===== config.mk =====
export PLATFORM = sky130hd
export DESIGN_NAME = conv_setup
export DESIGN_NICKNAME = d
export VERILOG_FILES = /design/src/conv_setup_pkg.sv /design/src/conv_setup.sv
export SDC_FILE = /design/constraint.sdc
export NUM_CORES = 1
export LEC_CHECK = 0
export BUFFER_PORTS_ARGS = -buffer_cell sky130_fd_sc_hd__buf_2
export CORE_MARGIN = 3
export CORE_UTILIZATION = 58
export DETAILED_ROUTE_END_ITERATION = 12
export PLACE_DENSITY = 0.75
export SYNTH_ARGS = -nofsm -noshare
export SYNTH_HDL_FRONTEND = slang
export SYNTH_SLANG_ARGS = --single-unit

===== constraint.sdc =====
create_clock -name clk_sys -period 3.45 [get_ports clk_sys]
set_input_delay 0.1725 -clock clk_sys [delete_from_list [all_inputs] [get_ports clk_sys]]
set_output_delay 0.1725 -clock clk_sys [all_outputs]
set_load 0.01 [all_outputs]

===== src/conv_setup_pkg.sv =====
// constants, register map and types for the converter setup block
package conv_setup_pkg;
  localparam logic [7:0] ADDR_CH0_RESULT = 8'h00;
  localparam logic [7:0] ADDR_CH1_RESULT = 8'h02;
  localparam logic [7:0] ADDR_CONV_LEN   = 8'h08;
  localparam logic [7:0] ADDR_SETTLE_LEN = 8'h10;
  localparam logic [7:0] ADDR_DIVIDERS   = 8'h14;
  localparam logic [7:0] ADDR_FAULT_MASK = 8'h19;
  localparam logic [7:0] ADDR_MAIN_SETUP = 8'h1A;
  localparam logic [7:0] ADDR_SEQ_SETUP  = 8'h1B;
  localparam logic [7:0] ADDR_DRIVE      = 8'h1E;
  localparam logic [15:0] RST_CONV_LEN   = 16'h0080;
  localparam logic [15:0] RST_SETTLE_LEN = 16'h0080;
  localparam logic [15:0] RST_DIVIDERS   = 16'h1001;
  localparam logic [15:0] RST_FAULT_MASK = 16'h0000;
  localparam logic [15:0] RST_MAIN_SETUP = 16'h2801;
  localparam logic [15:0] RST_SEQ_SETUP  = 16'h020F;
  localparam logic [15:0] RST_DRIVE      = 16'h0000;
  localparam int MAIN_CHAN_LO  = 14;
  localparam int MAIN_SLEEP    = 13;
  localparam int MAIN_OVERRIDE = 12;
  localparam int MAIN_ACT_SEL  = 11;
  localparam int MAIN_AMP_OFF  = 10;
  localparam int MAIN_REF_SRC  = 9;
  localparam int MAIN_IRQ_DIS  = 7;
  localparam int SEQ_SCAN      = 15;
  localparam int SEQ_GROUP_LO  = 13;
  localparam int FAULT_RDY_IRQ = 0;
  localparam int DIV_FIN_LO    = 12;
  localparam int DRV_STEADY_LO = 11;
  localparam int DRV_INIT_LO   = 6;
  localparam logic [1:0] GROUP_CH01 = 2'b00;
  localparam logic [4:0] FULL_DRIVE = 5'h1F;
  localparam logic [20:0] PERIOD_MULT = 21'd16;
  localparam int SWITCH_NS      = 1000;
  localparam int SWITCH_REF_MHZ = 20;
  localparam logic [20:0] SWITCH_TICKS = 21'(SWITCH_NS * SWITCH_REF_MHZ / 1000);
  localparam logic [3:0] LAST_BIT = 4'd8;
  localparam logic [3:0] ACK_BIT  = 4'd9;
  typedef struct packed {
    logic [7:0]  addr;
    logic [15:0] data;
  } reg_write_t;
  typedef enum logic [3:0] {
    S_SLEEP  = 4'b0001,
    S_SETTLE = 4'b0010,
    S_CONV   = 4'b0100,
    S_SWITCH = 4'b1000
  } seq_state_t;
  typedef enum logic [4:0] {
    B_IDLE  = 5'b00001,
    B_ADDR  = 5'b00010,
    B_PTR   = 5'b00100,
    B_WRITE = 5'b01000,
    B_READ  = 5'b10000
  } bus_state_t;
endpackage : conv_setup_pkg


===== src/conv_setup.sv =====
// converter setup, sequencing and serial register slave
`timescale 1ns/1ps
module conv_setup #(
  parameter logic [6:0] DEV_ADDR    = 7'h2A,
  parameter int         INT_OSC_DIV = 2
) (
  input  wire logic       clk_sys,
  input  wire logic       nrst,
  input  wire logic       scl_in,
  input  wire logic       sda_in,
  output logic            sda_out,
  output logic            sda_oe,
  input  wire logic       external_reference_input,
  input  wire logic [1:0] sensor_in,
  output logic            interrupt_out_n,
  output logic            converting,
  output logic            active_channel,
  output logic [4:0]      sensor_drive,
  output logic            calibration_en,
  output logic            amplitude_correction_en,
  output logic [2:0]      deglitch_select
);
  import conv_setup_pkg::*;

  // DEV_ADDR is an arbitrary value
  if (INT_OSC_DIV < 1 || INT_OSC_DIV > 255) begin : g_bad_div
    $error("INT_OSC_DIV must lie in 1..255");
  end

  logic [4:0]  sync1_reg, sync2_reg, prev_reg;
  logic [15:0] conv_len_reg, settle_len_reg, div_reg, fault_reg;
  logic [15:0] main_reg, seq_reg, drive_reg, ch0_res_reg, ch1_res_reg;
  logic [7:0]  osc_cnt_reg;
  logic [9:0]  fdiv_cnt_reg;
  logic [3:0]  pre_cnt_reg;
  logic [15:0] sense_cnt_reg;
  logic [20:0] tmr_reg;
  logic        chan_reg, irq_n_reg, conv_out_reg, cal_reg, amp_reg;
  logic [4:0]  drv_out_reg;
  seq_state_t  state_reg;
  bus_state_t  bst_reg;
  logic [3:0]  bit_cnt_reg;
  logic [7:0]  shift_reg, ptr_reg, hold_reg;
  logic [15:0] tx_reg;
  logic        byte_hi_reg, sda_oe_reg, wr_pulse_reg, rd_clr_reg;
  reg_write_t  wr_reg;

  // only the second stage is read; prev_reg gives edges
  always_ff @(posedge clk_sys or negedge nrst) begin
    if (!nrst) begin
      sync1_reg <= 5'h1F;
      sync2_reg <= 5'h1F;
      prev_reg  <= 5'h1F;
    end else begin
      sync1_reg <= {scl_in, sda_in, external_reference_input, sensor_in};
      sync2_reg <= sync1_reg;
      prev_reg  <= sync2_reg;
    end
  end

  wire scl_s     = sync2_reg[4];
  wire sda_s     = sync2_reg[3];
  wire scl_rise  = scl_s & ~prev_reg[4];
  wire scl_fall  = ~scl_s & prev_reg[4];
  wire bus_start = scl_s & prev_reg[4] & prev_reg[3] & ~sda_s;
  wire bus_stop  = scl_s & prev_reg[4] & ~prev_reg[3] & sda_s;
  wire ext_rise  = sync2_reg[2] & ~prev_reg[2];
  wire [1:0] sense_rise = sync2_reg[1:0] & ~prev_reg[1:0];

  wire       sleep_en  = main_reg[MAIN_SLEEP];
  wire       scan_en   = seq_reg[SEQ_SCAN];
  wire [3:0] fin_div   = (div_reg[15:DIV_FIN_LO] == 4'h0) ? 4'h1 : div_reg[15:DIV_FIN_LO];
  wire [9:0] fref_div  = (div_reg[9:0] == 10'h000) ? 10'h001 : div_reg[9:0];
  wire       osc_tick  = osc_cnt_reg == 8'(INT_OSC_DIV - 1);
  wire       clk_tick  = main_reg[MAIN_REF_SRC] ? ext_rise : osc_tick;
  wire       ref_tick  = clk_tick && (fdiv_cnt_reg >= fref_div - 10'h001);
  wire       tmr_done  = ref_tick && (tmr_reg <= 21'd1);
  wire [20:0] settle_ticks = 21'(settle_len_reg) * PERIOD_MULT;
  wire [20:0] conv_ticks   = 21'(conv_len_reg) * PERIOD_MULT;
  wire       first_chan = scan_en ? 1'b0 : main_reg[MAIN_CHAN_LO];
  // scan stepping; group 00 alternates 0 and 1
  wire       next_chan  = (scan_en && seq_reg[14:SEQ_GROUP_LO] == GROUP_CH01) ? ~chan_reg
                        : (scan_en ? ~chan_reg : chan_reg);
  wire       last_chan  = ~scan_en | chan_reg;
  wire       conv_end   = (state_reg == S_CONV) && tmr_done;
  // ready interrupt; mask default keeps it off
  wire       irq_set    = conv_end && last_chan && fault_reg[FAULT_RDY_IRQ]
                        && !main_reg[MAIN_IRQ_DIS];
  wire       wr_ok      = wr_pulse_reg && (sleep_en || wr_reg.addr == ADDR_MAIN_SETUP);
  wire [7:0] ptr_inc    = ptr_reg + 8'h01;

  function automatic logic [15:0] read_reg(input logic [7:0] a);
    logic [15:0] v;
    v = 16'h0000;
    if (a == ADDR_CH0_RESULT) v = ch0_res_reg;
    else if (a == ADDR_CH1_RESULT) v = ch1_res_reg;
    else if (a == ADDR_CONV_LEN) v = conv_len_reg;
    else if (a == ADDR_SETTLE_LEN) v = settle_len_reg;
    else if (a == ADDR_DIVIDERS) v = div_reg;
    else if (a == ADDR_FAULT_MASK) v = fault_reg;
    else if (a == ADDR_MAIN_SETUP) v = main_reg;
    else if (a == ADDR_SEQ_SETUP) v = seq_reg;
    else if (a == ADDR_DRIVE) v = drive_reg;
    return v;
  endfunction : read_reg

  function automatic logic is_result(input logic [7:0] a);
    return a == ADDR_CH0_RESULT || a == ADDR_CH1_RESULT;
  endfunction : is_result

  // serial slave: pointer byte, then 16-bit words high byte first
  always_ff @(posedge clk_sys or negedge nrst) begin
    if (!nrst) begin
      bst_reg <= B_IDLE;
      bit_cnt_reg <= 4'h0;
      shift_reg <= 8'h00;
      ptr_reg <= 8'h00;
      hold_reg <= 8'h00;
      tx_reg <= 16'h0000;
      byte_hi_reg <= 1'b1;
      sda_oe_reg <= 1'b0;
      wr_pulse_reg <= 1'b0;
      rd_clr_reg <= 1'b0;
      wr_reg <= '0;
    end else begin
      wr_pulse_reg <= 1'b0;
      rd_clr_reg <= 1'b0;
      if (bus_start) begin
        bst_reg <= B_ADDR;
        bit_cnt_reg <= 4'h0;
        sda_oe_reg <= 1'b0;
      end else if (bus_stop) begin
        bst_reg <= B_IDLE;
        sda_oe_reg <= 1'b0;
      end else if (bst_reg != B_IDLE && scl_rise && bit_cnt_reg < ACK_BIT) begin
        bit_cnt_reg <= bit_cnt_reg + 4'h1;
        shift_reg <= {shift_reg[6:0], sda_s};
        if (bst_reg == B_READ && bit_cnt_reg < LAST_BIT) tx_reg <= {tx_reg[14:0], 1'b0};
        if (bst_reg == B_READ && bit_cnt_reg == LAST_BIT && sda_s) bst_reg <= B_IDLE;
      end else if (bst_reg != B_IDLE && scl_fall) begin
        if (bit_cnt_reg == ACK_BIT) begin
          bit_cnt_reg <= 4'h0;
          sda_oe_reg <= (bst_reg == B_READ) && !tx_reg[15];
        end else if (bit_cnt_reg == LAST_BIT) begin
          sda_oe_reg <= 1'b1;
          if (bst_reg == B_ADDR) begin
            if (shift_reg[7:1] == DEV_ADDR) begin
              bst_reg <= shift_reg[0] ? B_READ : B_PTR;
              tx_reg <= read_reg(ptr_reg);
              byte_hi_reg <= 1'b1;
              rd_clr_reg <= shift_reg[0] && is_result(ptr_reg);
            end else begin
              bst_reg <= B_IDLE;
              sda_oe_reg <= 1'b0;
            end
          end else if (bst_reg == B_PTR) begin
            ptr_reg <= shift_reg;
            bst_reg <= B_WRITE;
            byte_hi_reg <= 1'b1;
          end else if (bst_reg == B_WRITE) begin
            byte_hi_reg <= ~byte_hi_reg;
            if (byte_hi_reg) hold_reg <= shift_reg;
            else begin
              wr_reg <= '{addr: ptr_reg, data: {hold_reg, shift_reg}};
              wr_pulse_reg <= 1'b1;
              ptr_reg <= ptr_inc;
            end
          end else begin
            sda_oe_reg <= 1'b0;
            byte_hi_reg <= ~byte_hi_reg;
            if (!byte_hi_reg) begin
              ptr_reg <= ptr_inc;
              tx_reg <= read_reg(ptr_inc);
              rd_clr_reg <= is_result(ptr_inc);
            end
          end
        end else if (bst_reg == B_READ) begin
          sda_oe_reg <= !tx_reg[15];
        end
      end
    end
  end

  // register writes; deglitch code kept for all channels
  always_ff @(posedge clk_sys or negedge nrst) begin
    if (!nrst) begin
      conv_len_reg <= RST_CONV_LEN;
      settle_len_reg <= RST_SETTLE_LEN;
      div_reg <= RST_DIVIDERS;
      fault_reg <= RST_FAULT_MASK;
      main_reg <= RST_MAIN_SETUP;
      seq_reg <= RST_SEQ_SETUP;
      drive_reg <= RST_DRIVE;
    end else if (wr_ok) begin
      if (wr_reg.addr == ADDR_CONV_LEN) conv_len_reg <= wr_reg.data;
      else if (wr_reg.addr == ADDR_SETTLE_LEN) settle_len_reg <= wr_reg.data;
      else if (wr_reg.addr == ADDR_DIVIDERS) div_reg <= wr_reg.data;
      else if (wr_reg.addr == ADDR_FAULT_MASK) fault_reg <= wr_reg.data;
      else if (wr_reg.addr == ADDR_MAIN_SETUP) main_reg <= wr_reg.data;
      else if (wr_reg.addr == ADDR_SEQ_SETUP) seq_reg <= wr_reg.data;
      else if (wr_reg.addr == ADDR_DRIVE) drive_reg <= wr_reg.data;
    end
  end

  always_ff @(posedge clk_sys or negedge nrst) begin
    if (!nrst) begin
      osc_cnt_reg <= 8'h00;
      fdiv_cnt_reg <= 10'h000;
    end else begin
      osc_cnt_reg <= osc_tick ? 8'h00 : osc_cnt_reg + 8'h01;
      if (ref_tick) fdiv_cnt_reg <= 10'h000;
      else if (clk_tick) fdiv_cnt_reg <= fdiv_cnt_reg + 10'h001;
    end
  end

  // sleep at reset; leave sleep when cleared; switch gap
  always_ff @(posedge clk_sys or negedge nrst) begin
    if (!nrst) begin
      state_reg <= S_SLEEP;
      tmr_reg <= 21'd0;
      chan_reg <= 1'b0;
    end else if (sleep_en) begin
      state_reg <= S_SLEEP;
    end else begin
      case (state_reg)
        S_SLEEP: begin
          state_reg <= S_SETTLE;
          tmr_reg <= settle_ticks;
          chan_reg <= first_chan;
        end
        S_SETTLE: if (tmr_done) begin
          state_reg <= S_CONV;
          tmr_reg <= conv_ticks;
        end else if (ref_tick) tmr_reg <= tmr_reg - 21'd1;
        S_CONV: if (tmr_done) begin
          state_reg <= S_SWITCH;
          tmr_reg <= SWITCH_TICKS;
          chan_reg <= next_chan;
        end else if (ref_tick) tmr_reg <= tmr_reg - 21'd1;
        S_SWITCH: if (tmr_done) begin
          state_reg <= S_SETTLE;
          tmr_reg <= settle_ticks;
        end else if (ref_tick) tmr_reg <= tmr_reg - 21'd1;
        default: state_reg <= S_SLEEP;
      endcase
    end
  end

  // sensor edges counted after the input divider; saturates rather than wraps
  always_ff @(posedge clk_sys or negedge nrst) begin
    if (!nrst) begin
      pre_cnt_reg <= 4'h0;
      sense_cnt_reg <= 16'h0000;
      ch0_res_reg <= 16'h0000;
      ch1_res_reg <= 16'h0000;
    end else if (state_reg == S_SLEEP) begin
      pre_cnt_reg <= 4'h0;
      sense_cnt_reg <= 16'h0000;
      ch0_res_reg <= 16'h0000;
      ch1_res_reg <= 16'h0000;
    end else if (state_reg != S_CONV) begin
      pre_cnt_reg <= 4'h0;
      sense_cnt_reg <= 16'h0000;
    end else begin
      if (conv_end && !chan_reg) ch0_res_reg <= sense_cnt_reg;
      if (conv_end && chan_reg) ch1_res_reg <= sense_cnt_reg;
      if (sense_rise[chan_reg]) begin
        if (pre_cnt_reg >= fin_div - 4'h1) begin
          pre_cnt_reg <= 4'h0;
          if (sense_cnt_reg != 16'hFFFF) sense_cnt_reg <= sense_cnt_reg + 16'h0001;
        end else pre_cnt_reg <= pre_cnt_reg + 4'h1;
      end
    end
  end

  always_ff @(posedge clk_sys or negedge nrst) begin
    if (!nrst) begin
      irq_n_reg <= 1'b1;
      conv_out_reg <= 1'b0;
      cal_reg <= 1'b0;
      amp_reg <= 1'b0;
      drv_out_reg <= 5'h00;
    end else begin
      // set wins over a same-cycle clear
      if (irq_set) irq_n_reg <= 1'b0;
      else if (sleep_en || rd_clr_reg || main_reg[MAIN_IRQ_DIS]) irq_n_reg <= 1'b1;
      conv_out_reg <= state_reg == S_CONV;
      cal_reg <= !sleep_en && !main_reg[MAIN_OVERRIDE];
      amp_reg <= !sleep_en && !main_reg[MAIN_AMP_OFF];
      // full drive while activating when select is 0
      if (state_reg == S_SETTLE)
        drv_out_reg <= main_reg[MAIN_ACT_SEL] ? drive_reg[10:DRV_INIT_LO] : FULL_DRIVE;
      else if (state_reg == S_SLEEP) drv_out_reg <= 5'h00;
      else drv_out_reg <= drive_reg[15:DRV_STEADY_LO];
    end
  end

  // the line is only ever pulled low
  assign sda_out = 1'b0;
  assign sda_oe = sda_oe_reg;
  assign interrupt_out_n = irq_n_reg;
  assign converting = conv_out_reg;
  assign active_channel = chan_reg;
  assign sensor_drive = drv_out_reg;
  assign calibration_en = cal_reg;
  assign amplitude_correction_en = amp_reg;
  assign deglitch_select = seq_reg[2:0];
endmodule : conv_setup


==> summary.txt <==
Route
  • DRT Pass-1 Iters: 6
  • DR WL/cell: 24.44 um
  • DRC viols: 0
  • DR vias/cell: around 6.7
  • Post-DRT Antenna Nets: 0
  • Total length of routed wires: 55,600 um
  • Initial DRC Count: 1,746
  • Vias post-DR: about 15,000

Pwr
  • Comb power frac: under 10%
  • P_int: about 6.6 mW
  • Worst VDD drop: between 500 and 600 uV
  • Pleak: around 8.6 nW
  • Pwr per Cell Area: roughly 440 mW/mm^2
  • Psw: 2.212 mW
  • Clock Power Share: a little under half
  • Sequential share of power: roughly 44%
  • Switching part of the total: approximately a quarter

Synth
  • Synthesized netlist cell count: roughly 1,800
  • Synth Warn #: 0
  • Number of synthesized flops with an enable pin: 0
  • XOR/XNOR share of the synthesized area: around 2.0%
  • Adder-cell share of the synthesized area: 2.327%
  • Post-synthesis cell area: about 0.017 sq mm
  • Simple-Gate Fraction of Synth Area: around 17%
  • Most frequent cell after synthesis: dfrtp_1
  • Largest family of logic cells by synthesized area: compound AO/OA/AOI/OAI gates
  • Commonest cells in the netlist: dfrtp_1 (278), nand2_1 (234), o21ai_0 (144)
  • Ranking of synthesized cells by area: dfrtp_1 (40%), mux2_2 (8.8%), nand2_1 (5.1%)
  • Number of synthesized register bits: 309
  • Most used DFF post-synth: dfrtp_1
  • Syn Nets: 1,853
  • Multiplexer share of the synthesized area: 8.953%
  • Mapped Avg Cell Area: around 9.5 sq um
  • Ys async rst share: between 90% and 100%
  • Post-synthesis sequential area ratio: between 40% and 50%
  • Library cells used by synthesis: just under 100
  • Leading area contributor after synthesis: dfrtp_1
  • Compound-gate portion of the synthesized area: 20.01%
  • Area share of the largest cell type after synthesis: about two fifths

Critical path
  • Start point of the critical path: div_reg[2]
  • CP top delay family: simple AND/OR/NAND/NOR gates
  • Worst R2R Path Depth: 20
  • Crit path DAT: 3.84 ns
  • Setup crit end kind: flop
  • Crit path largest cell delay: ~0.39 ns
  • Critical path buffer and inverter count: 3
  • Crit path kind: reg2reg
  • CP Data Required Time: 3.83 ns
  • Critical Path Fanout Max: 10
  • CP cell instances: nor3_2, nand2_1, nor2_1, a21o_1, inv_2, ha_4, nand2_2, nor2_1, xnor2_1, ha_2, nor3_2, o21ai_2, or2_4, o21ba_4, nor3_4, buf_12, buf_12, or3_4, a21oi_2, a311oi_1
  • R2r startpoint: div_reg[2]
  • Crit-path slowest cell: dfrtp_1
  • Worst path depth: 20
  • CP startpoint kind: flop

Clocking
  • CTS tree: built
  • Longest Clk Path Bufs: 3
  • Root Buffer: clkbuf_16
  • H-tree lvl count: 2
  • CTS buffer count: 35
  • Clock sink count: approximately 310
  • Clock transition at the registers of the reported paths: 0.06 ns
  • Latest clock arrival within the worst-skew pair: around 0.52 ns

Global route
  • Initial antenna violation count: 0
  • GRT overflow: 0
  • Largest net degree at the start of global routing: 94
  • Total Routing Usage GR: approximately a third
  • Vias in the first global route: around 15,000
  • First-pass GRT wire length: around 86,000 um

Floorplan
  • Initial Util: around three fifths
  • Die width: ~180 um
  • Die area: roughly 0.032 sq mm
  • # rows: 62
  • Num ports: 22
  • Die height: about 180 um
  • Core outline area: between 0.02 and 0.03 sq mm

STA
  • Slew margin rel.: between 20 and 25%
  • Peak Freq: 289.3 MHz
  • Final setup vio count: 1
  • Final setup margin: -0.006672 ns
  • Tcrit/Tclk final: 100.2%
  • Hold_ws: around 0.27 ns
  • Tmin final: approximately 3.5 ns
  • Post-route setup TNS: -0.006672 ns
  • Final Hold Vio Count: 0
  • Max Transition Viols Final: 0
  • Clock Skew: 0.01696 ns
  • RSZ-0062 raised after global routing: true
  • Tightest Pin Transition: between 1 and 1.5 ns

Placement
  • Final HPWL DP: approximately 40,000 um
  • Final GP Congestion: ~1.0
  • IO Port Bufs: 20

Min path
  • Worst Hold Class: in2async

Final layout
  • Max FFs per register: 24
  • Area delta synth->final: 14.99%
  • ANT cells: 0
  • Share of layout cells above drive strength 1: approximately 23%
  • Nets: 1,904

Status
  • Failing checks: setup timing
  • Outcome: complete, but fails checks

Flow run
  • Maxcap violations: 0
[power by group through the flow]
| stage | logic (mW) | clock network [mW] | registers, mW |
|---|---|---|---|
| 6_report | 0.803 | 4.11 | 3.87 |
| 5_1_grt | 0.888 | 4.29 | 3.88 |
| 4_1_cts | 0.789 | 4.15 | 3.87 |
| 3_5_place_dp | 0.777 | 0 | 3.93 |
| 3_3_place_gp | 0.763 | 0 | 3.93 |
| 2_1_floorplan | 0.512 | 0 | 3.87 |
[per-layer routing]
| layer | vias to the layer above | GRT usage, % | wire length [um] |
|---|---|---|---|
| met5 | - | 0 | 0 |
| met4 | 0 | 15.58 | 2966 |
| met3 | 181 | 5.598 | 5035 |
| met2 | 825 | 55.51 | 25370 |
| met1 | 7481 | 47.71 | 22220 |
| li1 | 6784 | - | - |
[cell families (layout without fill, tap and decap cells)]
logic type,after synthesis,count (layout)
other,1,1
buffers and inverters,159,236
muxes,137,137
adders and majority gates,32,32
xor gates and xnor gates,39,39
AOI/OAI and AO/OA,526,526
and+or+nand+nor,611,611
DFF,309,309
[final timing paths]
path                                      to  slack (ns)
hold reg to reg                 sync2_reg[4]        0.35
min in group clk_sys            sync1_reg[1]        0.30
setup reg to reg                  tmr_reg[5]      -0.007
hold / removal             settle_len_reg[9]        0.27
setup / recovery                  tmr_reg[5]      -0.007
max in group asynchronous       sync1_reg[4]        2.20
[worst reg2reg max path, delay by kind of cell (launching register included)]
kind | cells | cell delay [ns]
adder cells (fa/ha/maj) | 2 | 0.35
flip-flops | 1 | 0.39
buffers and inverters | 3 | 0.34
XOR/XNOR | 1 | 0.13
AND/OR/NAND/NOR | 9 | 1.45
AO/OA/AOI/OAI | 5 | 0.68
[area by class of cell]
type	count	area, sq um
well taps	384	480.5
multi-input cells	1346	8991
inverters	40	150.1
repair buffers	133	1110
clock inverters	13	225.2
fillers	2243	9153
flip-flops and latches	309	7771
clock buffers	50	1055
[per-stage QoR]
| step | power [mW] | cell area, sq um | utilization, % | instances | setup WS, ns |
|---|---|---|---|---|---|
| after floorplan | 4.378 | 17200 | - | 1814 | 0.02848 |
| after global placement | 4.692 | 18100 | 62.56 | 2200 | -0.05472 |
| after detailed placement | 4.711 | 18100 | 62.56 | 2200 | -0.09293 |
| after CTS | 8.807 | 19460 | 67.25 | 2269 | 0.006911 |
| after global routing | 9.066 | 19780 | 68.37 | 2275 | -0.1867 |
| final | 8.780 | 19780 | 68.37 | 2275 | -0.006672 |
[repair_timing]
item / 4_1_cts / 5_1_grt
pin swaps: 0 / 32
gates resized for setup: 3 / 63
cloned: 0 / 1
hold buffers: 6 / 0
hold endpoints to repair: 77 / 0
setup buffers: 0 / 5
endpoints found under the setup margin: 27 / 67
[cells in the final DEF (no fill, tap or decap), drive strengths merged, types with 36 or more instances in the layout]
cell type,Yosys,layout
dfrtp,278,278
nand2,234,234
o21ai,155,155
mux2,135,135
buf,46,126
a21oi,121,121
nor2,119,119
nand3,71,71
clkbuf,73,51
inv,39,39
a221oi,36,36
Power figures use the tool's default switching activity.
